$ cat src/rtl/vbmc_pkg.sv
// package for the vector base and mcu control block
// Functional notes
// - reset fetch address is 0x0000 unless boot-reset fuse programmed, then boot address
// - with vector select set, vector address is table address plus boot start
// - boot-reset fuse value 1 means unprogrammed, 0 means programmed
// - vector select is bit 1; clear puts vectors in flash start, set in boot
// - vector select changes only within four cycles after change-enable written one
// - interrupts blocked from change-enable set until after next instruction, else four cycles
// - automatic blocking leaves the cpu global interrupt enable untouched
// - change-enable clears after four cycles or when vector select is written
// - lock bits suppress interrupts while executing from the section without vectors
// - debug-port disable is bit 7; zero enables port if fuse programmed
// - debug-port disable changes only on two equal writes within four cycles
// - brownout-off request: write both bits one, then within four cycles sleep one unlock zero
// - brownout-sleep bit active three cycles after set, cleared three cycles later
// - pull-up global off disables every port pull-up regardless of pin bits
// - control register at data offset 0x55 and io offset 0x35, resets to zero
// - vector entries are two program words apart from the table base
package vbmc_pkg;
	localparam logic [7:0]  VBMC_DATA_OFS   = 8'h55;
	localparam logic [7:0]  VBMC_IO_DELTA   = 8'h20;
	localparam logic [7:0]  VBMC_IO_OFS     = VBMC_DATA_OFS - VBMC_IO_DELTA;
	localparam logic [7:0]  VBMC_RESET_VAL  = 8'h00;
	localparam logic [7:0]  VBMC_RMASK      = 8'hf3;
	localparam int          VBMC_BIT_VECTOR_CHANGE_ENABLE   = 0;
	localparam int          VBMC_BIT_VECTOR_BASE_SELECT  = 1;
	localparam int          VBMC_BIT_PUD    = 4;
	localparam int          VBMC_BIT_BROWNOUT_SLEEP_UNLOCK  = 5;
	localparam int          VBMC_BIT_BROWNOUT_SLEEP_OFF   = 6;
	localparam int          VBMC_BIT_JTD    = 7;
	localparam logic [2:0]  VBMC_WIN_CYC    = 3'h4;
	localparam logic [2:0]  VBMC_BROWNOUT_SLEEP_OFF_DLY   = 3'h3;
	localparam logic [2:0]  VBMC_BROWNOUT_SLEEP_OFF_HOLD  = 3'h3;
	localparam logic [15:0] VBMC_APP_RESET  = 16'h0000;
	localparam logic [15:0] VBMC_VEC_FIRST  = 16'h0002;
	localparam logic [15:0] VBMC_VEC_STRIDE = 16'h0002;

	typedef struct packed {
		logic       wr;
		logic       rd;
		logic       io_space;
		logic [7:0] addr;
		logic [7:0] wdata;
	} vbmc_bus_t;

	typedef struct packed {
		logic       boot_reset_fuse;
		logic       debug_port_fuse;
		logic       app_lock_bit;
		logic       boot_lock_bit;
		logic [15:0] boot_start;
	} vbmc_fuse_t;
endpackage

$ cat src/rtl/vbmc_top.sv
// vector base select and mcu control register
`timescale 1ns/1ps
module vbmc_top import vbmc_pkg::*; (
	input  wire logic        mclk,          // cpu clock
	input  wire logic        rstn,          // async reset, active low
	input  wire vbmc_bus_t   bus,           // register access from cpu
	input  wire vbmc_fuse_t  fuse,          // fuse and lock bit levels
	input  wire logic        instr_done,    // one pulse per retired instruction
	input  wire logic        exec_in_boot,  // cpu executing from boot section
	input  wire logic [6:0]  vector_num,    // vector index, 0 is reset
	output logic [7:0]       rdata,         // registered read data
	output logic             rvalid,        // read data valid pulse
	output logic [15:0]      reset_addr,    // fetch address after reset
	output logic [15:0]      vector_addr,   // address for vector_num
	output logic             irq_block,     // interrupts held off
	output logic             debug_port_en, // debug port enabled
	output logic             brownout_sleep_active, // sleep may switch brownout off
	output logic             pullup_global_off      // all pull-ups disabled
);
	logic [7:0]  ctrl, next_ctrl;
	logic [2:0]  vector_change_enable_cnt, next_vector_change_enable_cnt;
	logic        blk_seq, next_blk_seq;
	logic        blk_tail, next_blk_tail;
	logic [2:0]  jtd_cnt, next_jtd_cnt;
	logic        jtd_val, next_jtd_val;
	logic [2:0]  brownout_sleep_unlock_cnt, next_brownout_sleep_unlock_cnt;
	logic [2:0]  brownout_sleep_off_cnt, next_brownout_sleep_off_cnt;
	logic        brownout_sleep_off_act, next_brownout_sleep_off_act;
	logic [7:0]  next_rdata;
	logic        next_rvalid;
	logic [15:0] next_reset_addr, next_vector_addr;
	logic        next_irq_block;
	logic        next_debug_port_en;
	logic        next_brownout_sleep_active;
	logic        next_pullup_global_off;
	logic        hit, wr, lock_block;

	// every window and the brownout pulse count cpu clocks, so a slower cpu clock
	// stretches them in time; the block has no other time base.
	// counters run down to zero and stop; a count of one marks the last cycle of a window

	always_comb begin
		hit = (bus.io_space && bus.addr == VBMC_IO_OFS) ||
			(!bus.io_space && bus.addr == VBMC_DATA_OFS);
		wr = bus.wr && hit;
		next_ctrl = ctrl;
		next_vector_change_enable_cnt = (vector_change_enable_cnt != 3'h0) ? vector_change_enable_cnt - 3'h1 : 3'h0;
		next_blk_seq = blk_seq;
		next_blk_tail = 1'b0;
		next_jtd_cnt = (jtd_cnt != 3'h0) ? jtd_cnt - 3'h1 : 3'h0;
		next_jtd_val = jtd_val;
		next_brownout_sleep_unlock_cnt = (brownout_sleep_unlock_cnt != 3'h0) ? brownout_sleep_unlock_cnt - 3'h1 : 3'h0;
		next_brownout_sleep_off_cnt = (brownout_sleep_off_cnt != 3'h0) ? brownout_sleep_off_cnt - 3'h1 : 3'h0;
		next_brownout_sleep_off_act = brownout_sleep_off_act;
		if (vector_change_enable_cnt == 3'h1) begin
			next_ctrl[VBMC_BIT_VECTOR_CHANGE_ENABLE] = 1'b0;
			next_blk_seq = 1'b0;
		end
		if (blk_tail && instr_done) begin
			next_blk_seq = 1'b0;
		end else if (blk_tail) begin
			next_blk_tail = 1'b1;
		end
		// brownout bit: pending for three cycles, then active for three
		if (brownout_sleep_off_cnt == 3'h1) begin
			if (!brownout_sleep_off_act) begin
				next_brownout_sleep_off_act = 1'b1;
				next_brownout_sleep_off_cnt = VBMC_BROWNOUT_SLEEP_OFF_HOLD;
			end else begin
				next_brownout_sleep_off_act = 1'b0;
				next_ctrl[VBMC_BIT_BROWNOUT_SLEEP_OFF] = 1'b0;
			end
		end
		if (brownout_sleep_unlock_cnt == 3'h1) begin
			next_ctrl[VBMC_BIT_BROWNOUT_SLEEP_UNLOCK] = 1'b0;
		end
		if (wr) begin
			next_ctrl[VBMC_BIT_PUD] = bus.wdata[VBMC_BIT_PUD];
			if (bus.wdata[VBMC_BIT_VECTOR_CHANGE_ENABLE]) begin
				next_ctrl[VBMC_BIT_VECTOR_CHANGE_ENABLE] = 1'b1;
				next_vector_change_enable_cnt = VBMC_WIN_CYC;
				next_blk_seq = 1'b1;
			end else if (ctrl[VBMC_BIT_VECTOR_CHANGE_ENABLE]) begin
				next_ctrl[VBMC_BIT_VECTOR_BASE_SELECT] = bus.wdata[VBMC_BIT_VECTOR_BASE_SELECT];
				next_ctrl[VBMC_BIT_VECTOR_CHANGE_ENABLE] = 1'b0;
				next_vector_change_enable_cnt = 3'h0;
				next_blk_tail = 1'b1;
			end
			// the second equal write inside the window commits the new value
			if (jtd_cnt != 3'h0 && bus.wdata[VBMC_BIT_JTD] == jtd_val) begin
				next_ctrl[VBMC_BIT_JTD] = jtd_val;
				next_jtd_cnt = 3'h0;
			end else if (bus.wdata[VBMC_BIT_JTD] != ctrl[VBMC_BIT_JTD]) begin
				next_jtd_val = bus.wdata[VBMC_BIT_JTD];
				next_jtd_cnt = VBMC_WIN_CYC;
			end
			if (bus.wdata[VBMC_BIT_BROWNOUT_SLEEP_OFF] && bus.wdata[VBMC_BIT_BROWNOUT_SLEEP_UNLOCK]) begin
				next_ctrl[VBMC_BIT_BROWNOUT_SLEEP_UNLOCK] = 1'b1;
				next_brownout_sleep_unlock_cnt = VBMC_WIN_CYC;
			end else if (brownout_sleep_unlock_cnt != 3'h0 && bus.wdata[VBMC_BIT_BROWNOUT_SLEEP_OFF]) begin
				next_ctrl[VBMC_BIT_BROWNOUT_SLEEP_UNLOCK] = 1'b0;
				next_ctrl[VBMC_BIT_BROWNOUT_SLEEP_OFF] = 1'b1;
				next_brownout_sleep_unlock_cnt = 3'h0;
				next_brownout_sleep_off_cnt = VBMC_BROWNOUT_SLEEP_OFF_DLY;
				next_brownout_sleep_off_act = 1'b0;
			end
		end
		next_ctrl = next_ctrl & VBMC_RMASK;
	end

	// read port: data shows the register as it stood before a write in the same cycle
	always_comb begin
		next_rvalid = bus.rd && hit;
		next_rdata = (bus.rd && hit) ? (ctrl & VBMC_RMASK) : 8'h00;
	end

	// fetch addresses
	always_comb begin
		// fuse value 0 means programmed
		next_reset_addr = fuse.boot_reset_fuse ? VBMC_APP_RESET : fuse.boot_start;
		next_vector_addr = (vector_num == 7'h0) ? next_reset_addr :
			(ctrl[VBMC_BIT_VECTOR_BASE_SELECT] ? fuse.boot_start : 16'h0000) +
			16'(vector_num) * VBMC_VEC_STRIDE;
	end

	// interrupt hold and pin-side levels
	always_comb begin
		// lock bits are active low like fuses
		lock_block = (ctrl[VBMC_BIT_VECTOR_BASE_SELECT] && !fuse.app_lock_bit && !exec_in_boot) ||
			(!ctrl[VBMC_BIT_VECTOR_BASE_SELECT] && !fuse.boot_lock_bit && exec_in_boot);
		// separate from the cpu status flag, so the global enable is never written
		next_irq_block = next_blk_seq || lock_block;
		next_debug_port_en = !next_ctrl[VBMC_BIT_JTD] && !fuse.debug_port_fuse;
		next_brownout_sleep_active = next_brownout_sleep_off_act;
		next_pullup_global_off = next_ctrl[VBMC_BIT_PUD];
	end

	// control register
	always_ff @(posedge mclk or negedge rstn) begin
		if (!rstn) begin
			ctrl <= VBMC_RESET_VAL;
		end else begin
			ctrl <= next_ctrl;
		end
	end

	// vector select unlock window and its interrupt hold
	always_ff @(posedge mclk or negedge rstn) begin
		if (!rstn) begin
			vector_change_enable_cnt <= 3'h0;
			blk_seq <= 1'b0;
			blk_tail <= 1'b0;
		end else begin
			vector_change_enable_cnt <= next_vector_change_enable_cnt;
			blk_seq <= next_blk_seq;
			blk_tail <= next_blk_tail;
		end
	end

	// debug-port disable double-write window
	always_ff @(posedge mclk or negedge rstn) begin
		if (!rstn) begin
			jtd_cnt <= 3'h0;
			jtd_val <= 1'b0;
		end else begin
			jtd_cnt <= next_jtd_cnt;
			jtd_val <= next_jtd_val;
		end
	end

	// brownout-off request: unlock window, then delay and hold counts
	always_ff @(posedge mclk or negedge rstn) begin
		if (!rstn) begin
			brownout_sleep_unlock_cnt <= 3'h0;
			brownout_sleep_off_cnt <= 3'h0;
			brownout_sleep_off_act <= 1'b0;
		end else begin
			brownout_sleep_unlock_cnt <= next_brownout_sleep_unlock_cnt;
			brownout_sleep_off_cnt <= next_brownout_sleep_off_cnt;
			brownout_sleep_off_act <= next_brownout_sleep_off_act;
		end
	end

	// read answer, one cycle after the strobe
	always_ff @(posedge mclk or negedge rstn) begin
		if (!rstn) begin
			rdata <= 8'h00;
			rvalid <= 1'b0;
		end else begin
			rdata <= next_rdata;
			rvalid <= next_rvalid;
		end
	end

	// fetch addresses are registered so the cpu sees a settled value
	always_ff @(posedge mclk or negedge rstn) begin
		if (!rstn) begin
			reset_addr <= VBMC_APP_RESET;
			vector_addr <= VBMC_APP_RESET;
		end else begin
			reset_addr <= next_reset_addr;
			vector_addr <= next_vector_addr;
		end
	end

	// pin-side outputs other than the lock term of irq_block are registered from the next register value, so they change on the same edge as the register
	always_ff @(posedge mclk or negedge rstn) begin
		if (!rstn) begin
			irq_block <= 1'b0;
			debug_port_en <= 1'b0;
			brownout_sleep_active <= 1'b0;
			pullup_global_off <= 1'b0;
		end else begin
			irq_block <= next_irq_block;
			debug_port_en <= next_debug_port_en;
			brownout_sleep_active <= next_brownout_sleep_active;
			pullup_global_off <= next_pullup_global_off;
		end
	end
endmodule

$ cat config.mk
export PLATFORM = sky130hd
export DESIGN_NAME = vbmc_top
export DESIGN_NICKNAME = d
export VERILOG_FILES = /design/src/rtl/vbmc_pkg.sv /design/src/rtl/vbmc_top.sv
export SDC_FILE = /design/constraint.sdc
export NUM_CORES = 1
export LEC_CHECK = 0
export BUFFER_PORTS_ARGS = -buffer_cell sky130_fd_sc_hd__buf_2
export CORE_MARGIN = 2
export CORE_UTILIZATION = 55
export CTS_CLUSTER_DIAMETER = 100
export DETAILED_ROUTE_END_ITERATION = 10
export PLACE_DENSITY = 0.9
export SLEW_MARGIN = 0
export SYNTH_ARGS = -nofsm -noshare
export SYNTH_HDL_FRONTEND = slang
export SYNTH_SLANG_ARGS = --single-unit
$ cat constraint.sdc
create_clock -name mclk -period 6.3 [get_ports mclk]
set_clock_uncertainty 0.05 [all_clocks]
set_input_delay 1.89 -clock mclk [delete_from_list [all_inputs] [get_ports mclk]]
set_output_delay 1.89 -clock mclk [all_outputs]
set_load 0.01 [all_outputs]
==> metrics.txt, run 1 <==
post-synth top area share=0.5155; crit-path max FO=12; core area=~0.0054 mm²; final WL=around 6600 µm; CTS sink cnt=63; max-slew violations=0; Worst Setup Path Type=in2reg; top-count cell post-synth=dfrtp_1; Clock Latency Late Sink=0.33 ns; Reg area=around 0.0016 mm²; synth top area cells=dfrtp_1 52%, ha_1 6.1%, nand2_1 4.2%; Cell variety after synth=just over 50; placed cells=454; fill cell count=around 430; FF+latch count, synth=63; M3 GR Usage=0.04943; CTS resizes=0; post-route ant nets=0; Critical Path RT=between 6 and 7 ns; TNS Setup=0 ns; routed vias=about 2500; crit end category=register; final cell count without fillers=approximately 470; post-synthesis async set-or-reset flop share=1.000; Tightest Pin Transition=approximately 1.2 ns; HP Class=reg2reg; clock-pin transition on the worst setup and hold timing paths=~0.060 ns; reg2reg path depth=9; CTS Buf Count=9; via count of the first global-routing pass=2495; gr ovfl total=0; via density per instance=between 5 and 6; peak supply drop=approximately 0.00015 V; Mapped Cells=between 200 and 300; starting density of the core=0.5622; WP data arrival=~4.2 ns; combined area of the multi-input logic cells=0.001371 mm²; FF-to-FF End=vector_addr[15]$_DFF_PN0_; RR Startpoint=ctrl[1]$_DFFE_PN0P_; met1 Usage GRT=0.2711; Root Buffer=clkbuf_8; global-route wire length before repair=between 10000 and 15000 µm; number of flops mapped to enable cells by yosys=0; worst hold slack=~0.43 ns; IO buf count=90; Post-synth top flop=dfrtp_1; Hold Vio Cnt, Final=0; # DRC=0; Detailed Route Iter0 Violations=143; max cap viols=0; Seq/Total Area, Yosys=0.5155; Clock Path Buffers=2; Die Area=0.006172 mm²; H-tree depth=3; Power per Cell Area=approximately 240 mW/mm²; Final setup viols=0; CTS Hold Bufs=0; ant diodes=0; worst hold stages=2; antenna violations before repair=0; gr usage total=0.2328; layout overhead on the synthesized area=23.00%; final core occ=0.6915; Setup Buffers After CTS=0; syn avg cell area=between 10 and 15 µm²; slew margin rel.=0.2164; global route hottest layer=met2; Die Height=78.57 µm; largest net degree at the start of global routing=between 60 and 70; leakage power=between 2 and 2.5 nW; status=completed; Fmax=approximately 250 MHz; TritonCTS clock tree=done; grt met2 use=0.4060; RSZ-0062 raised after global routing=no; Post-synth top cells=63 x dfrtp_1, 34 x nand2_1, 22 x nor2_1; Row Count=27; worst hold start=ctrl[6]$_DFF_PN0_; worst reg-to-reg setup slack=just over 3 ns; Post-DP HPWL=~4600 µm; crit share post-route=0.6377; per-cell routed wire length=about 14 µm; Synth area leader=dfrtp_1; IO Count=95; layout cells sized above 1=0.2972; crit start category=input port; hold path endpoint=ctrl[6]$_DFF_PN0_; mapped cell area=between 0.003 and 0.004 mm²; die span in x=roughly 79 µm; final net count=~460; final RePlAce weighted congestion=approximately 0.86; Syn. warnings=0; Tmin final=4.017 ns; Pre-antenna DRT Iters=4
==> metrics by stage <==
step | total power, W | worst slack (ns) | area, µm²
5_1_grt | 0.0009398 | 2.077 | 3761
3_3_place_gp | 0.0005500 | 1.997 | 3563
2_1_floorplan | 0.0005031 | 2.438 | 3062
6_report | 0.0008977 | 2.283 | 3761
3_5_place_dp | 0.0005552 | 1.910 | 3563
4_1_cts | 0.0009085 | 2.271 | 3761
==> layer usage <==
| metal | share of wire | routed length, µm |
|---|---|---|
| met5 | 0 | 0 |
| met4 | 0.013 | 85 |
| met3 | 0.064 | 423 |
| met2 | 0.51 | 3361 |
| met1 | 0.41 | 2734 |
==> layout make-up <==
type	count	share of cell area
clock buffers	12	0.04125
clock inverters	3	0.01131
inverters	18	0.01796
multi-input cells	210	0.3646
flip-flops and latches	63	0.4192
well taps	72	0.02395
repair buffers	91	0.1218
==> flip-flops by register name, summed over array words and instances (netlist names) <==
signal / count
blk_seq: 1
blk_tail: 1
brownout_sleep_active: 1
brownout_sleep_off_cnt: 3
brownout_sleep_unlock_cnt: 3
ctrl: 6
debug_port_en: 1
irq_block: 1
jtd_cnt: 3
jtd_val: 1
rdata: 6
reset_addr: 16
rvalid: 1
vector_addr: 16
vector_change_enable_cnt: 3
==> worst max path at each step <==
stage	from	endpoint	slack, ns
global placement	bus[16]	ctrl[1]$_DFFE_PN0P_	2.00
detailed placement	bus[16]	ctrl[1]$_DFFE_PN0P_	1.91
floorplan	fuse[1]	vector_addr[15]$_DFF_PN0_	2.44
global route	bus[16]	ctrl[1]$_DFFE_PN0P_	2.08
CTS	bus[16]	ctrl[1]$_DFFE_PN0P_	2.27
finish	bus[16]	ctrl[1]$_DFFE_PN0P_	2.28
==> cell families (layout without fill, tap and decap cells) <==
logic type	after synthesis	in the layout	synth area share
flip-flops	63	63	0.5155
XOR/XNOR	5	5	0.01432
AND/OR/NAND/NOR	121	121	0.2095
AO/OA/AOI/OAI	61	61	0.1342
multiplexers	5	5	0.01841
adder cells (fa/ha/maj)	16	16	0.06792
buffers and inverters	27	124	0.03887
other	1	2	0.001226
==> where the power goes <==
part           total (W)  switching [W]  leakage, nW  internal (W)
registers       0.000441      0.0000148        0.834      0.000426
clock network   0.000351       0.000149       0.0985      0.000202
logic           0.000106      0.0000612         1.09     0.0000452
==> critical path: stages <==
cell       delay (ns)
buf_2            0.10
or3b_2           0.49
a2111oi_2        0.97
nand2_1          0.24
nor2_1           0.15
mux2_2           0.34
==> placed cells by master (no fill, tap or decap), types with 5 or more instances in the layout <==
cell type  count
and3_1         8
nor2b_1       15
ha_1          15
nand2_1       34
and2_1         8
a211o_1        5
clkbuf_8      11
a21oi_1       14
nand3_1        9
mux2_2         5
nor2_1        22
inv_1         18
buf_2         90
o21ai_0       13
o211ai_1       8
dfrtp_1       63
(Power assumes the default switching activity.)
==> run 2: changes to the inputs <==
Settings changed: CORE_UTILIZATION 55 to 46, PLACE_DENSITY 0.9 to 0.81.
Clock period 6.3 ns to 3.64 ns, I/O delays scaled along.
==> metrics.txt, run 2 (synthesis results as in run 1) <==
max cap viols=0; Worst Setup Path Type=in2reg; overall power=about 0.0015 W; largest net degree at the start of global routing=64; peak supply drop=approximately 0.00024 V; routed vias=roughly 2500; crit start category=input port; Final WS setup=0.6685 ns; IO Count=95; TNS Setup=0 ns; Hold Vio Cnt, Final=0; Reg area=~0.0016 mm²; per-cell routed wire length=13.98 µm; P_int=~0.0011 W; Row Count=29; post-route ant nets=0; Comb pwr share=0.121; RSZ-0062 raised after global routing=no; Clock Path Buffers=2; clock-pin transition on the worst setup and hold timing paths=around 0.070 ns; global-route wire length before repair=~11000 µm; Clock Latency Late Sink=0.33 ns; TritonCTS clock tree=done; via density per instance=between 5 and 6; crit end category=register; Power per Cell Area=roughly 400 mW/mm²; final RePlAce weighted congestion=roughly 0.89; HP Class=reg2reg; worst slack, placed=roughly 0.35 ns; crit-path max FO=7; Fmax=between 300 and 400 MHz; # DRC=0; die span in x=~86 µm; via count of the first global-routing pass=between 2000 and 3000; Pre-antenna DRT Iters=4; ant diodes=0; CTS resizes=0; core area=0.006386 mm²; most common cell after layout, fill and taps aside=buf_2; Sw Pwr=~0.0004 W; combined area of the multi-input logic cells=~0.0014 mm²; layout cells sized above 1=0.3052; max-slew violations=0; CTS sink cnt=63; CTS Hold Bufs=0; gr usage total=0.1923; final WL=~6700 µm; Tightest Pin Transition=around 0.78 ns; commonest cells after routing, fill and taps aside=90 x buf_2, 63 x dfrtp_1, 34 x nand2_1, 22 x nor2_1, 18 x inv_1; Die Height=between 80 and 90 µm; Die Area=around 0.0073 mm²; WP data arrival=roughly 3.2 ns; starting density of the core=0.4788; Flop pwr share=0.494; Setup Buffers After CTS=0; switching share of power=0.2570; Detailed Route Iter0 Violations=87; CTS Buf Count=9; Root Buffer=clkbuf_8; layout overhead on the synthesized area=24.18%; clock share of power=0.385; Tmin final=between 2 and 3 ns; Critical Path RT=between 3 and 4 ns; final net count=between 400 and 500; crit share post-route=0.8164; gr ovfl total=0; Final setup viols=0; Top Registers=reset_addr x16, vector_addr x16; leakage power=approximately 2 nW; status=completed; slew margin rel.=0.4776; Post-DP HPWL=4833 µm; H-tree depth=3; antenna violations before repair=0; fill cell count=around 570; IO buf count=90
run 2: path summary, 6_finish.rpt:
path                                 startpoint                                      to  slack (ns)  cells after the start
setup / recovery                        fuse[1]               vector_addr[11]$_DFF_PN0_        0.67                     11
hold / removal             jtd_cnt[0]$_DFF_PN0_                    jtd_cnt[0]$_DFF_PN0_        0.42                      1
setup reg to reg            ctrl[1]$_DFFE_PN0P_               vector_addr[14]$_DFF_PN0_        0.87                      8
hold reg to reg            jtd_cnt[0]$_DFF_PN0_                    jtd_cnt[0]$_DFF_PN0_        0.42                      1
max in group asynchronous                  rstn   vector_change_enable_cnt[0]$_DFF_PN0_        2.16                      2
min in group asynchronous                  rstn  brownout_sleep_unlock_cnt[0]$_DFF_PN0_        0.87                      2
run 2: worst max-delay path: stages:
cell,delay (ns)
buf_2,0.09
and2_1,0.12
ha_1,0.20
inv_1,0.07
fa_1,0.39
nand2b_1,0.19
a21oi_1,0.19
o22ai_1,0.16
buf_4,0.19
or4_1,0.40
o21ai_0,0.09
run 2: power by group through the flow:
stage                     Sequential [W]  Combinational [W]  Clock (W)
after global routing            0.000767           0.000213   0.000646
after global placement          0.000773           0.000181          0
after floorplan                 0.000781          0.0000894          0
final                           0.000762           0.000187   0.000595
after CTS                       0.000762           0.000189   0.000610
after detailed placement        0.000775           0.000188          0
run 2: layer usage:
layer	wire length, µm	GRT usage	up-vias
li1	-	-	1233
met1	2792	0.2272	1200
met2	3345	0.3303	93
met3	461	0.05390	12
met4	110	0.07937	0
met5	0	0	-
run 2: area by class of cell:
cell class | instances | area share
inverters | 18 | 0.01779
clock buffers | 12 | 0.03822
well taps | 77 | 0.02537
flip-flops and latches | 63 | 0.4152
multi-input cells | 210 | 0.3611
clock inverters | 4 | 0.01186
repair buffers | 96 | 0.1305
run 2: stage by stage:
stage                     cells  hold WS [ns]    util  area, µm²
after detailed placement    464        0.4134  0.5649       3607
after global routing        480        0.4486  0.5946       3797
after floorplan             300        0.3844       -       3062
after CTS                   480        0.4244  0.5946       3797
after global placement      464        0.4036  0.5649       3607
final                       480        0.4234  0.5946       3797
==> run 3: changes to the inputs <==
Settings changed: CORE_UTILIZATION 46 to 51, PLACE_DENSITY 0.81 to 0.85.
Clock period 3.64 ns to 2.9 ns, I/O delays scaled along.
==> metrics.txt, run 3 (synthesis results as in run 1) <==
status=completed; Reg area=around 0.0016 mm²; Power per Cell Area=a little over 500 mW/mm²; Flop pwr share=0.482; Fmax=about 370 MHz; post-route ant nets=0; DR WL met2=approximately 3500 µm; # DRC=0; WL met1=2847 µm; largest net degree at the start of global routing=37; antenna violations before repair=0; met3 WL post-DR=472 µm; leakage power=roughly 2.1 nW; placed cells=between 400 and 500; Row Count=28; clock share of power=0.399; Sw Pwr=between 0.0004 and 0.0005 W; crit-path max FO=3; final RePlAce weighted congestion=between 0.8 and 0.9; Worst Setup Path Type=in2reg; max incr delay on CP=about 0.38 ns; final net count=between 400 and 500; CTS resizes=0; CTS Buf Count=9; layout overhead on the synthesized area=26.84%; commonest cells after routing, fill and taps aside=90 x buf_2, 63 x dfrtp_1, 34 x nand2_1, 22 x nor2_1, 18 x inv_1; WP data arrival=2.86 ns; Tmin final=~2.7 ns; Final setup viols=0; global-route wire length before repair=around 11000 µm; via count of the first global-routing pass=between 2000 and 3000; core area=just under 0.006 mm²; gr ovfl total=0; top sig layer=met4; P_int=approximately 0.0015 W; CTS sink cnt=63; TritonCTS clock tree=done; max-slew violations=0; final core occ=0.6630; slew margin rel.=0.5649; Setup Buffers After CTS=0; Pre-antenna DRT Iters=5; Root Buffer=clkbuf_8; overall power=~0.0020 W; IO Count=95; via density per instance=~5.3; Detailed Route Iter0 Violations=about 120; Tightest Pin Transition=approximately 0.65 ns; Die Area=0.006632 mm²; combined area of the multi-input logic cells=~0.0014 mm²; per-cell routed wire length=about 14 µm; Post-DP HPWL=about 5000 µm; TNS Setup=0 ns; ant diodes=0; starting density of the core=0.5227; routed vias=about 2600; final WL=between 6000 and 7000 µm; CP cell instances=buf_2, and2_1, ha_1, inv_1, fa_1, nand2b_1, a21oi_1, o22ai_1, o311a_1, a211o_1; crit start category=input port; clock-pin transition on the worst setup and hold timing paths=approximately 0.07 ns; peak supply drop=~0.00027 V; max cap viols=0; Hold Vio Cnt, Final=0; H-tree depth=3; Critical Path RT=a little over 3 ns; Clock Path Buffers=2; layout cells sized above 1=0.3195; HP Class=reg2reg; gr usage total=0.2201; Comb pwr share=0.119; crit share post-route=0.9249; Die Height=between 80 and 90 µm; crit end category=register; RSZ-0062 raised after global routing=no; switching share of power=0.2482; die span in x=~81 µm; Clock Latency Late Sink=between 0.3 and 0.4 ns; final cell count without fillers=between 400 and 500; CTS Hold Bufs=0; most common cell after layout, fill and taps aside=buf_2; critical path's slowest cell=fa_1; Top Registers=reset_addr x16, vector_addr x16; fill cell count=478; IO buf count=90
==> run 3: cell count changes in the layout (fill, tap and decap cells not counted), sizes merged <==
cell and change:
clkbuf +1, clkinv -1, buf +7
==> run 3: layout make-up <==
type	instances	share of cell area
inverter	18	0.01742
multi-input combinational	210	0.3535
tap	75	0.02419
timing repair buffer	103	0.1445
sequential	63	0.4065
clock inverter	3	0.01032
clock buffer	13	0.04355
==> run 3: path summary, 6_finish.rpt <==
path	end	slack (ns)	start	cells past startpoint
max	vector_addr[15]$_DFF_PN0_	0.22	fuse[1]	10
min	ctrl[6]$_DFF_PN0_	0.43	ctrl[6]$_DFF_PN0_	2
max reg2reg	vector_addr[14]$_DFF_PN0_	0.36	ctrl[1]$_DFFE_PN0P_	8
min reg2reg	ctrl[6]$_DFF_PN0_	0.43	ctrl[6]$_DFF_PN0_	2
max in group asynchronous	vector_addr[6]$_DFF_PN0_	1.68	rstn	2
min in group asynchronous	brownout_sleep_unlock_cnt[0]$_DFF_PN0_	0.51	rstn	1
==> run 3: routing by layer <==
| layer | GRT usage | vias up |
|---|---|---|
| met2 | 0.3934 | 90 |
| li1 | - | 1249 |
| met3 | 0.04945 | 12 |
| met5 | 0 | - |
| met4 | 0.1119 | 0 |
| met1 | 0.2448 | 1232 |
==> run 3: power by group through the flow <==
stage          combinational, W  clock, W  sequential [W]
6_report               0.000237  0.000792        0.000956
3_5_place_dp           0.000240         0        0.000971
2_1_floorplan          0.000112         0        0.000981
3_3_place_gp           0.000229         0        0.000971
4_1_cts                0.000241  0.000808        0.000956
5_1_grt                0.000272  0.000846        0.000961
==> run 3: stage by stage <==
| step | hold WS (ns) | instance area (µm²) | setup slack (ns) |
|---|---|---|---|
| after detailed placement | 0.4161 | 3670 | -0.1171 |
| after global placement | 0.4028 | 3670 | -0.06893 |
| after CTS | 0.4315 | 3879 | 0.2441 |
| after floorplan | 0.3844 | 3062 | 0.05812 |
| final | 0.4296 | 3879 | 0.2178 |
| after global routing | 0.4584 | 3879 | 0.1212 |
==> run 3: worst max-delay path, delay by kind of cell <==
family,cells,cell delay [ns]
compound gates,4,0.95
fa+ha+maj,2,0.58
simple gates,2,0.30
buf+inv,2,0.15
